## src/rtl/fsbl_defs.svh

```systemverilog
// constants for the flash lock/status host controller
// assumes a 40 MHz system clock and a 16-bit asynchronous flash bus
`ifndef FSBL_DEFS_SVH
`define FSBL_DEFS_SVH

// clock and flash bus timing
`define FSBL_CLK_NS 25
`define FSBL_T_WE_NS 60
`define FSBL_T_RD_NS 90
`define FSBL_CYC(ns) (((ns) + `FSBL_CLK_NS - 1) / `FSBL_CLK_NS)
`define FSBL_WE_CYC `FSBL_CYC(`FSBL_T_WE_NS)
`define FSBL_RD_CYC `FSBL_CYC(`FSBL_T_RD_NS)

// widths
`define FSBL_AW 22
`define FSBL_DW 16

// apb register offsets
`define FSBL_REG_CMD 8'h00
`define FSBL_REG_ADDR 8'h04
`define FSBL_REG_CTRL 8'h08
`define FSBL_REG_STAT 8'h0C
`define FSBL_REG_DATA 8'h10

// control bits
`define FSBL_CTRL_WP 0
`define FSBL_CTRL_POLL 1

// status word bits
`define FSBL_SW_READY 7
`define FSBL_SW_EPAUSE 6
`define FSBL_SW_EFAIL 5
`define FSBL_SW_PFAIL 4
`define FSBL_SW_SUPPLY 3
`define FSBL_SW_PPAUSE 2
`define FSBL_SW_LOCKED 1
`define FSBL_SW_RSVD 0
`define FSBL_SW_MASK 8'hFE

// flash command codes
`define FSBL_C_LOCK_SETUP 8'h60
`define FSBL_C_LOCK 8'h01
`define FSBL_C_UNLOCK 8'hD0
`define FSBL_C_LOCKDOWN 8'h2F
`define FSBL_C_READ_ID 8'h90
`define FSBL_C_READ_ARRAY 8'hFF
`define FSBL_C_READ_STATUS 8'h70
`define FSBL_C_CLEAR_STATUS 8'h50

// offset of the lock word inside a block in identifier mode
`define FSBL_LOCK_OFS 22'h000002

// step kinds
`define FSBL_K_END 2'h0
`define FSBL_K_WR 2'h1
`define FSBL_K_RD 2'h2

`endif

```

## src/rtl/fsbl_pkg.sv

```systemverilog
// types for the flash lock/status host controller
// assumes fsbl_defs.svh supplies every numeric constant
package fsbl_pkg;

  typedef enum logic [2:0] {
    OP_LOCK,
    OP_UNLOCK,
    OP_LOCKDOWN,
    OP_READ_LOCK,
    OP_READ_STATUS,
    OP_CLEAR_STATUS,
    OP_RAW
  } fsbl_op_t;

  typedef enum logic [2:0] {
    ST_IDLE,
    ST_FETCH,
    ST_WR_SET,
    ST_WR_LOW,
    ST_WR_HOLD,
    ST_RD_LOW,
    ST_RD_END
  } fsbl_state_t;

endpackage : fsbl_pkg

```

## src/rtl/fsbl_ctrl.sv

```systemverilog
// host controller driving a flash device's lock and status commands
// assumes an apb master on the system clock and a flash on the async pins
`timescale 1ns/100ps
`include "fsbl_defs.svh"

module fsbl_ctrl (
  input wire logic i_sys_clk,                  // 40 MHz system clock
  input wire logic i_rst_n,                    // async reset, active low
  input wire logic i_psel,                     // apb select
  input wire logic i_penable,                  // apb access phase
  input wire logic i_pwrite,                   // apb write
  input wire logic [7:0] i_paddr,              // apb byte address
  input wire logic [31:0] i_pwdata,            // apb write data
  output logic [31:0] o_prdata,                // apb read data
  output logic o_pready,                       // apb ready, always one
  output logic o_pslverr,                      // apb error
  output logic [`FSBL_AW-1:0] o_fl_addr,       // flash address
  output logic [`FSBL_DW-1:0] o_fl_dq,         // flash data out
  output logic o_fl_dq_oe_n,                   // low while driving data
  input wire logic [`FSBL_DW-1:0] i_fl_dq,     // flash data in
  output logic o_fl_ce_n,                      // flash chip enable
  output logic o_fl_we_n,                      // flash write enable
  output logic o_fl_oe_n,                      // flash output enable
  output logic o_fl_wp                         // write-protect level
);

  // step table: kind in [9:8], command code in [7:0]
  function automatic logic [9:0] step_of(input fsbl_pkg::fsbl_op_t op,
                                         input logic [1:0] idx,
                                         input logic [7:0] raw);
    logic [7:0] confirm;
    confirm = `FSBL_C_LOCK;
    if (op == fsbl_pkg::OP_UNLOCK)
      confirm = `FSBL_C_UNLOCK;
    if (op == fsbl_pkg::OP_LOCKDOWN)
      confirm = `FSBL_C_LOCKDOWN;
    step_of = {`FSBL_K_END, 8'h00};
    case (op)
      fsbl_pkg::OP_LOCK, fsbl_pkg::OP_UNLOCK, fsbl_pkg::OP_LOCKDOWN:
      begin
        // two-cycle lock sequence, then status read to catch a sequence error
        case (idx)
          2'h0: step_of = {`FSBL_K_WR, `FSBL_C_LOCK_SETUP};
          2'h1: step_of = {`FSBL_K_WR, confirm};
          2'h2: step_of = {`FSBL_K_WR, `FSBL_C_READ_STATUS};
          default: step_of = {`FSBL_K_RD, 8'h00};
        endcase
      end
      fsbl_pkg::OP_READ_LOCK:
      begin
        case (idx)
          2'h0: step_of = {`FSBL_K_WR, `FSBL_C_READ_ID};
          2'h1: step_of = {`FSBL_K_RD, 8'h00};
          2'h2: step_of = {`FSBL_K_WR, `FSBL_C_READ_ARRAY};
          default: step_of = {`FSBL_K_END, 8'h00};
        endcase
      end
      fsbl_pkg::OP_READ_STATUS:
      begin
        if (idx == 2'h0)
          step_of = {`FSBL_K_WR, `FSBL_C_READ_STATUS};
        else if (idx == 2'h1)
          step_of = {`FSBL_K_RD, 8'h00};
      end
      fsbl_pkg::OP_CLEAR_STATUS:
      begin
        if (idx == 2'h0)
          step_of = {`FSBL_K_WR, `FSBL_C_CLEAR_STATUS};
      end
      fsbl_pkg::OP_RAW:
      begin
        if (idx == 2'h0)
          step_of = {`FSBL_K_WR, raw};
      end
      default: step_of = {`FSBL_K_END, 8'h00};
    endcase
  endfunction : step_of

  // software-visible state
  fsbl_pkg::fsbl_op_t op_q;
  logic [`FSBL_AW-1:0] addr_q;
  logic [1:0] ctrl_q;
  logic [7:0] raw_q;
  logic [7:0] stat_q;
  logic [1:0] lockbits_q;

  // sequencer state
  fsbl_pkg::fsbl_state_t st_q;
  logic [1:0] idx_q;
  logic [3:0] cnt_q;
  logic rd_lock_q;

  // apb decode
  wire apb_acc = i_psel & i_penable;
  wire hit_cmd = (i_paddr == `FSBL_REG_CMD);
  wire hit_addr = (i_paddr == `FSBL_REG_ADDR);
  wire hit_ctrl = (i_paddr == `FSBL_REG_CTRL);
  wire hit_stat = (i_paddr == `FSBL_REG_STAT);
  wire hit_data = (i_paddr == `FSBL_REG_DATA);
  wire hit_any = hit_cmd | hit_addr | hit_ctrl | hit_stat | hit_data;
  wire busy = (st_q != fsbl_pkg::ST_IDLE);
  // command, address and data writes during a sequence would corrupt the pins; refuse them
  wire wr_bad = i_pwrite & busy & (hit_cmd | hit_addr | hit_data);
  wire wr_bad_op = i_pwrite & hit_cmd & (i_pwdata[2:0] > 3'(fsbl_pkg::OP_RAW));
  wire start = apb_acc & i_pwrite & hit_cmd & ~busy & ~wr_bad_op;

  // error view, only meaningful once the engine reports ready
  wire ready = stat_q[`FSBL_SW_READY];
  wire e_seq = ready & stat_q[`FSBL_SW_PFAIL] & stat_q[`FSBL_SW_EFAIL];
  wire e_prog = ready & stat_q[`FSBL_SW_PFAIL] & ~stat_q[`FSBL_SW_EFAIL];
  wire e_erase = ready & stat_q[`FSBL_SW_EFAIL] & ~stat_q[`FSBL_SW_PFAIL];
  wire e_supply = ready & stat_q[`FSBL_SW_SUPPLY];
  wire e_lock = ready & stat_q[`FSBL_SW_LOCKED];
  wire paused = ready & (stat_q[`FSBL_SW_EPAUSE] | stat_q[`FSBL_SW_PPAUSE]);
  wire [31:0] stat_word = {14'h0000, lockbits_q, 2'h0, paused, e_lock, e_supply,
                           e_erase, e_prog, e_seq, stat_q[7:1], busy};

  assign o_pready = 1'b1;
  assign o_pslverr = apb_acc & (~hit_any | (i_pwrite & hit_stat) | wr_bad | wr_bad_op);
  assign o_prdata = hit_cmd ? {29'h0, op_q} :
                    hit_addr ? {10'h000, addr_q} :
                    hit_ctrl ? {30'h0, ctrl_q} :
                    hit_stat ? stat_word :
                    hit_data ? {24'h000000, raw_q} : 32'h00000000;

  // wp level goes straight to the pin; high lets locked-down blocks change
  assign o_fl_wp = ctrl_q[`FSBL_CTRL_WP];

  // software registers
  always_ff @(posedge i_sys_clk or negedge i_rst_n)
  begin
    if (!i_rst_n)
    begin
      op_q <= fsbl_pkg::OP_READ_STATUS;
      addr_q <= '0;
      ctrl_q <= 2'h0;
      raw_q <= 8'h00;
    end
    else if (apb_acc & i_pwrite & ~wr_bad & ~wr_bad_op)
    begin
      if (hit_cmd)
        op_q <= fsbl_pkg::fsbl_op_t'(i_pwdata[2:0]);
      if (hit_addr)
        addr_q <= i_pwdata[`FSBL_AW-1:0];
      if (hit_ctrl)
        ctrl_q <= i_pwdata[1:0];
      if (hit_data)
        raw_q <= i_pwdata[7:0];
    end
  end

  // current step and the address it uses
  wire [9:0] cur_step = step_of(op_q, idx_q, raw_q);
  wire [1:0] cur_kind = cur_step[9:8];
  wire [`FSBL_AW-1:0] rd_addr = (op_q == fsbl_pkg::OP_READ_LOCK) ?
                                addr_q + `FSBL_LOCK_OFS : addr_q;
  wire cnt_done = (cnt_q == 4'h1);
  wire poll_again = ctrl_q[`FSBL_CTRL_POLL] & ~rd_lock_q &
                    ~stat_q[`FSBL_SW_READY];

  // flash bus sequencer; pins are registered so they change on clean edges
  always_ff @(posedge i_sys_clk or negedge i_rst_n)
  begin
    if (!i_rst_n)
    begin
      st_q <= fsbl_pkg::ST_IDLE;
      idx_q <= 2'h0;
      cnt_q <= 4'h0;
      rd_lock_q <= 1'b0;
      stat_q <= 8'h00;
      lockbits_q <= 2'h0;
      o_fl_addr <= '0;
      o_fl_dq <= '0;
      o_fl_dq_oe_n <= 1'b1;
      o_fl_ce_n <= 1'b1;
      o_fl_we_n <= 1'b1;
      o_fl_oe_n <= 1'b1;
    end
    else
    begin
      case (st_q)
        fsbl_pkg::ST_IDLE:
        begin
          idx_q <= 2'h0;
          if (start)
            st_q <= fsbl_pkg::ST_FETCH;
        end
        fsbl_pkg::ST_FETCH:
        begin
          rd_lock_q <= (op_q == fsbl_pkg::OP_READ_LOCK);
          if (cur_kind == `FSBL_K_WR)
          begin
            o_fl_addr <= addr_q;
            o_fl_dq <= {8'h00, cur_step[7:0]};
            o_fl_dq_oe_n <= 1'b0;
            o_fl_ce_n <= 1'b0;
            st_q <= fsbl_pkg::ST_WR_SET;
          end
          else if (cur_kind == `FSBL_K_RD)
          begin
            o_fl_addr <= rd_addr;
            o_fl_dq_oe_n <= 1'b1;
            o_fl_ce_n <= 1'b0;
            o_fl_oe_n <= 1'b0;
            cnt_q <= 4'(`FSBL_RD_CYC);
            st_q <= fsbl_pkg::ST_RD_LOW;
          end
          else
            st_q <= fsbl_pkg::ST_IDLE;
        end
        fsbl_pkg::ST_WR_SET:
        begin
          o_fl_we_n <= 1'b0;
          cnt_q <= 4'(`FSBL_WE_CYC);
          st_q <= fsbl_pkg::ST_WR_LOW;
        end
        fsbl_pkg::ST_WR_LOW:
        begin
          cnt_q <= cnt_q - 4'h1;
          if (cnt_done)
          begin
            // data is latched on the rising write strobe; held one more cycle
            o_fl_we_n <= 1'b1;
            st_q <= fsbl_pkg::ST_WR_HOLD;
          end
        end
        fsbl_pkg::ST_WR_HOLD:
        begin
          o_fl_ce_n <= 1'b1;
          o_fl_dq_oe_n <= 1'b1;
          idx_q <= idx_q + 2'h1;
          st_q <= fsbl_pkg::ST_FETCH;
        end
        fsbl_pkg::ST_RD_LOW:
        begin
          cnt_q <= cnt_q - 4'h1;
          if (cnt_done)
          begin
            if (rd_lock_q)
              lockbits_q <= i_fl_dq[1:0];
            else
              stat_q <= i_fl_dq[7:0] & `FSBL_SW_MASK;
            o_fl_oe_n <= 1'b1;
            o_fl_ce_n <= 1'b1;
            st_q <= fsbl_pkg::ST_RD_END;
          end
        end
        fsbl_pkg::ST_RD_END:
        begin
          // a busy engine means the error bits are not final yet
          if (poll_again)
          begin
            o_fl_ce_n <= 1'b0;
            o_fl_oe_n <= 1'b0;
            cnt_q <= 4'(`FSBL_RD_CYC);
            st_q <= fsbl_pkg::ST_RD_LOW;
          end
          else if (&idx_q)
            st_q <= fsbl_pkg::ST_IDLE;         // fourth step done; index would wrap
          else
          begin
            idx_q <= idx_q + 2'h1;
            st_q <= fsbl_pkg::ST_FETCH;
          end
        end
        default: st_q <= fsbl_pkg::ST_IDLE;
      endcase
    end
  end

endmodule : fsbl_ctrl

```

## config.mk

```make
export PLATFORM = sky130hd
export DESIGN_NAME = fsbl_ctrl
export DESIGN_NICKNAME = d
export VERILOG_FILES = /design/src/rtl/fsbl_pkg.sv /design/src/rtl/fsbl_ctrl.sv
export VERILOG_INCLUDE_DIRS = /design/src /design/src/rtl
export SDC_FILE = /design/constraint.sdc
export NUM_CORES = 1
export LEC_CHECK = 0
export ABC_AREA = 1
export BUFFER_PORTS_ARGS = -buffer_cell sky130_fd_sc_hd__buf_2
export CAP_MARGIN = 40
export CORE_MARGIN = 2
export CORE_UTILIZATION = 42
export CTS_CLUSTER_SIZE = 14
export DETAILED_ROUTE_END_ITERATION = 10
export GPL_TIMING_DRIVEN = 0
export PLACE_DENSITY_LB_ADDON = 0.05
export SLEW_MARGIN = 10
export SYNTH_ARGS = -nofsm -noshare
export SYNTH_HDL_FRONTEND = slang
export SYNTH_SLANG_ARGS = --single-unit
```

## constraint.sdc

```tcl
create_clock -name i_sys_clk -period 2.65 [get_ports i_sys_clk]
set_input_delay 0.3975 -clock i_sys_clk [delete_from_list [all_inputs] [get_ports i_sys_clk]]
set_output_delay 0.3975 -clock i_sys_clk [all_outputs]
set_load 0.03 [all_outputs]
```

After elaboration in Yosys (flattened, before gate mapping). Cells that the tools add are included.

Register bits: 88. Latch bits: 0. RAM bits: 0. Memory bits (read-only): 0. Input port bits: 61. Output and inout port bits: 77. Word-level logic and storage cells: 163. Memories: 0.

Add/subtract/negate cells: 3. Multipliers: 0. Divide/modulo/power cells: 0. Magnitude comparators: 1. Eq/ne operators: 30. Shift operators: 0. Multiplexer cells: 43. Bitwise operators: 40. Reductions and logical operators: 30.

Operator list (number): $mux 22 (5); $pmux 10 s3 (2); $pmux 10 s5 (1); $mux 18 (2); $mux 8 (3); $and 1x1->1 (23); $add 22x2->22 const B (1); $pmux 3 s7 (1); $mux 10 (2); $eq 3x3->1 const B (6); $mux 3 (6); $mux 9 (2); $reduce_and 2->1 (9); $eq 8x4->1 const B (2); $ne 2x2->1 const B (8); $pmux 4 s4 (1); $eq 3x2->1 const B (4); $mux 4 (3); $reduce_and 3->1 (4); $or 1x1->1 (9); $reduce_bool 3->1 (3); $eq 8x3->1 const B (1); $eq 8x5->1 const B (1); $logic_not 8->1 (1); other kinds (23) (47).

Longest topological paths before layout.
Word-level depth: 10. Mapped depth: 16.

Least setup slack after synthesis. No wires, ideal clock.

Path kind: register to register. From: register idx_q[0]. To: register o_fl_addr[18]. Data arrival time: 2372 ps. Path slack: 161 ps. Cell stages (with the launch flop): 16. Path buffers: 1. Period minus slack after synthesis: 2489 ps. Path through: dfrtp_1 inv_1 ha_1 or2_2 nand2_1 nand2_1 nor2_1 nand3_1 ha_1 inv_1 buf_2 nand2_1 nor3_1 nand3_1 nand3_1 nand2_1.

Longest elaborated chain between the ends: 7. Elaborated cells between the ends (all ways): 15. Classes of those cells: 4 x eq/ne; 8 x mux; 3 x reduce/logical.

RTL lines: start, declared (line fsbl_ctrl.sv:89) `logic [1:0] idx_q;`; start signal, assigned (line fsbl_ctrl.sv:231) `idx_q <= idx_q + 2'h1;`; start signal, assigned (line fsbl_ctrl.sv:262) `idx_q <= idx_q + 2'h1;`; $eq 2x1->1 (line fsbl_ctrl.sv:42, fsbl_ctrl.sv:51, fsbl_ctrl.sv:62); $mux 10 (line fsbl_ctrl.sv:62) `else if (idx == 2'h1)`; $mux 10 (line fsbl_ctrl.sv:60) `if (idx == 2'h0)`; $pmux 10 s5 (*) (line fsbl_ctrl.sv:38) `case (op)`; $eq 2x1->1 (no source line) / $eq 2x2->1 (equally long branches); $reduce_bool 2->1 (no source line); $reduce_and 2->1 (no source line); end signal, assigned (line fsbl_ctrl.sv:193) `o_fl_addr <= addr_q;`; end signal, assigned (line fsbl_ctrl.sv:201) `o_fl_addr <= rd_addr;`; end, declared (line fsbl_ctrl.sv:17) `` output logic [`FSBL_AW-1:0] o_fl_addr, ``.

Mark *: on every way between the ends. The rest lies on a longest branch, timed or not. A chain may end at the register's enable or synchronous reset.

Final worst setup path. Ends and elaborated chain as after synthesis.

==> metrics <==
Max-cap violations=0; Initial DRT Pass Iterations=4; WL final=15.9 mm; syn_area_per_cell=7.39 um^2; Final Max Tran Viols=0; reg2reg end=o_fl_addr[18]$_DFFE_PN0P_; fill cell count=1315; Die Y-Extent=around 120 um; synthesized flop and latch total=88; crit path DAT=2.73 ns; antenna violation net count after detailed routing=0; Worst Path Max Fanout=7; DR vias=5293; Final HPWL DP=around 12 mm; post-layout util=a little over half; CTS Buffer Depth=2; Total GRT Usage=between 20% and 30%; Area after DPL=roughly 6200 um^2; DR DRC count=0; FF-to-FF Start=idx_q[0]$_DFFE_PN0P_; FMAX=about 0.4 GHz; placed cell count=approximately 1000; placer congestion estimate=just over 0.9; gr ovfl total=0; wire length per cell=about 15 um; Setup TNS=0 ns; clk slew on worst S/H paths=around 0.060 ns; CP required=about 2.9 ns; hold buffers post-CTS=0; first-pass GRT wire length=around 26 mm; area grow syn2layout=22.6%; path depth of the worst reg2reg path=15; CTS Root Cell=clkbuf_16; status=finished, final reports clean; Core Region=12600 um^2; CTS tree=done; Layout Skew=0.00893 ns; Seq/Total Area, Yosys=approximately two fifths; CTS Buf Count=9; vias in the first global route=around 5000; worst skew pair latency=0.35 ns; fin cells=~1000; largest net degree at the start of global routing=56; leakage=around 0.0036 uW; CTS Sinks=88; worst hold path class=input port to async pin; initial antenna violation count=0; Pwr Density=684 nW/um^2; H-Tree Level Count=3; Final Setup Violations=0; Final period util=a little over nine tenths; io pins=approximately 140; share of layout cells above drive strength 1=about 25%; Initial Utilization=about 43%; hold violation count in the final report=0; Syn Inst Count=~740; synth unique cells=41; Row Count=between 40 and 50; Chip Width=approximately 120 um; WS Path Type=flop to flop; CP Launch Point=idx_q[0]$_DFFE_PN0P_; fin area=between 6000 and 7000 um^2; crit end category=flop; Antenna diodes=0; startpoint types=flop; DR vias/cell=5.05; 1st-iter DRT viols=372; Die ar.=roughly 14000 um^2; Worst VDD drop=~0.00024 V; Final #Nets=945; synth warn=0; Reg2Reg Setup Slack=around 0.15 ns; Mapped Area=about 5400 um^2; PortBufs=100; post-layout min period=2.50 ns
==> cell usage after synthesis <==
cell type  instances  area, um^2
a21boi_2           1        11.3
a21oi_1           10        50.1
a22oi_1            1        7.51
buf_2             12        60.1
buf_4             24         180
buf_6              6        67.6
clkbuf_1           1        3.75
clkinv_1           3        11.3
conb_1             2        7.51
dfrtp_1           83        2080
dfstp_2            5         131
ha_1              12         150
inv_1             66         248
inv_2              7        26.3
mux2_1             7        78.8
nand2_1          241         905
nand2_2            7        43.8
nand2_4            2        22.5
nand3_1           58         290
nand3_2            1        10.0
nand3_4            1        17.5
nand3b_1           2        15.0
nand4_1           47         294
nor2_1            55         206
nor2_2             8        50.1
nor2_4             7        78.8
nor3_1             8        40.0
nor3b_1            1        7.51
o211ai_1           3        22.5
o21ai_0           20         100
o21ai_1           14        70.1
o21ai_2            2        17.5
o21bai_1           1        7.51
o221ai_1           1        8.76
o22ai_1            7        43.8
o31ai_1            1        7.51
o32ai_1            1        8.76
or2_0              1        6.26
or2_2              3        18.8
xnor2_1            1        8.76
xor2_1             3        26.3
==> state kept, by name, indices dropped and copies added, names as in the netlist <==
signal        count
st_q              3
o_fl_oe_n         1
stat_q            7
lockbits_q        2
ctrl_q            2
o_fl_ce_n         1
o_fl_dq_oe_n      1
o_fl_dq           8
idx_q             2
rd_lock_q         1
raw_q             8
cnt_q             4
op_q              3
o_fl_we_n         1
o_fl_addr        22
addr_q           22
==> through the flow <==
stage,hold WS (ns),power [uW],setup WS (ns)
floorplan,0.102,2770,0.161
global placement,0.452,3170,-0.309
detailed placement,0.392,3200,-0.344
CTS,0.0238,4570,0.0180
global route,0.0464,4850,-0.0309
finish,0.0146,4560,0.154
==> cell usage in the layout, fill, tap and decap left out, types with 2 or more instances in the layout <==
master	synthesis	routed
nand2_1	241	241
buf_2	12	108
dfrtp_1	83	82
inv_1	66	63
nand3_1	58	57
nor2_1	55	52
nand4_1	47	47
buf_4	24	33
o21ai_0	20	20
conb_1	2	19
o21ai_1	14	14
ha_1	12	11
nor2_2	8	10
a21oi_1	10	10
inv_2	7	9
clkbuf_16	0	9
nor2_4	7	8
nor3_1	8	7
nand2_2	7	7
o22ai_1	7	7
buf_6	6	7
mux2_1	7	7
dfstp_2	5	5
or2_2	3	3
clkinv_1	3	3
clkbuf_1	1	3
o211ai_1	3	3
xor2_1	3	3
nand3_2	1	2
nand2_4	2	2
o21ai_2	2	2
nand3b_1	2	2
bufinv_16	0	2
==> power by group <==
| group | leakage [uW] | switching (uW) | internal [uW] |
|---|---|---|---|
| Combinational | 0.00227 | 992 | 485 |
| Clock | 0.000150 | 525 | 826 |
| Sequential | 0.00116 | 177 | 1550 |
| Total | 0.00358 | 1690 | 2870 |
==> repair_timing <==
| item | in CTS | in global routing |
|---|---|---|
| setup endpoints to repair | 30 | 27 |
| resized for setup | 5 | 14 |
| buffers inserted | 1 | 6 |
| pin swaps | 0 | 2 |
==> cell families (layout without fill, tap and decap cells) <==
family,Yosys count,count (layout),synth area share (%)
AO/OA/AOI/OAI,62,62,6.54
XOR/XNOR,4,4,0.644
adder cells (fa/ha/maj),12,12,2.76
multiplexers,7,7,1.45
other,2,19,0.138
AND/OR/NAND/NOR,442,442,36.9
buffers and inverters,119,243,11.0
flip-flops,88,88,40.6
==> worst max-delay path by stage <==
stage | to | slack [ns] | cells after the start
global placement | o_fl_addr[18]$_DFFE_PN0P_ | -0.31 | 15
finish | o_fl_addr[18]$_DFFE_PN0P_ | 0.15 | 15
CTS | o_fl_addr[18]$_DFFE_PN0P_ | 0.02 | 15
floorplan | o_fl_addr[18]$_DFFE_PN0P_ | 0.16 | 15
detailed placement | o_fl_addr[18]$_DFFE_PN0P_ | -0.34 | 15
global route | o_fl_addr[18]$_DFFE_PN0P_ | -0.03 | 15
==> layer usage <==
metal	up-vias	GRT usage (%)	share of wire [%]
li1	2635	-	-
met1	2457	34.8	48
met2	184	35.5	44
met3	17	3.73	6.0
met4	0	7.23	1.5
met5	-	0	0
==> final cells by class <==
| class | count | area (um^2) | area share [%] |
|---|---|---|---|
| repair buffers | 108 | 583 | 8.74 |
| clock inverters | 5 | 81.3 | 1.22 |
| multi-input cells | 546 | 2740 | 41.0 |
| clock buffers | 11 | 233 | 3.49 |
| well taps | 172 | 215 | 3.23 |
| inverters | 76 | 288 | 4.32 |
| plain buffers | 43 | 323 | 4.84 |
| flip-flops and latches | 88 | 2210 | 33.1 |
==> worst max-delay path, stage by stage (launching register included) <==
cell,delay [ns]
dfrtp_1,0.35
inv_1,0.10
ha_1,0.22
or2_2,0.30
nand2_1,0.09
nand2_1,0.08
nor2_2,0.13
nand3_2,0.15
ha_4,0.22
inv_4,0.10
buf_6,0.13
nand2_1,0.06
nor3_2,0.18
nand3_1,0.10
nand3_1,0.11
nand2_1,0.05
Power figures use the tool's default switching activity.
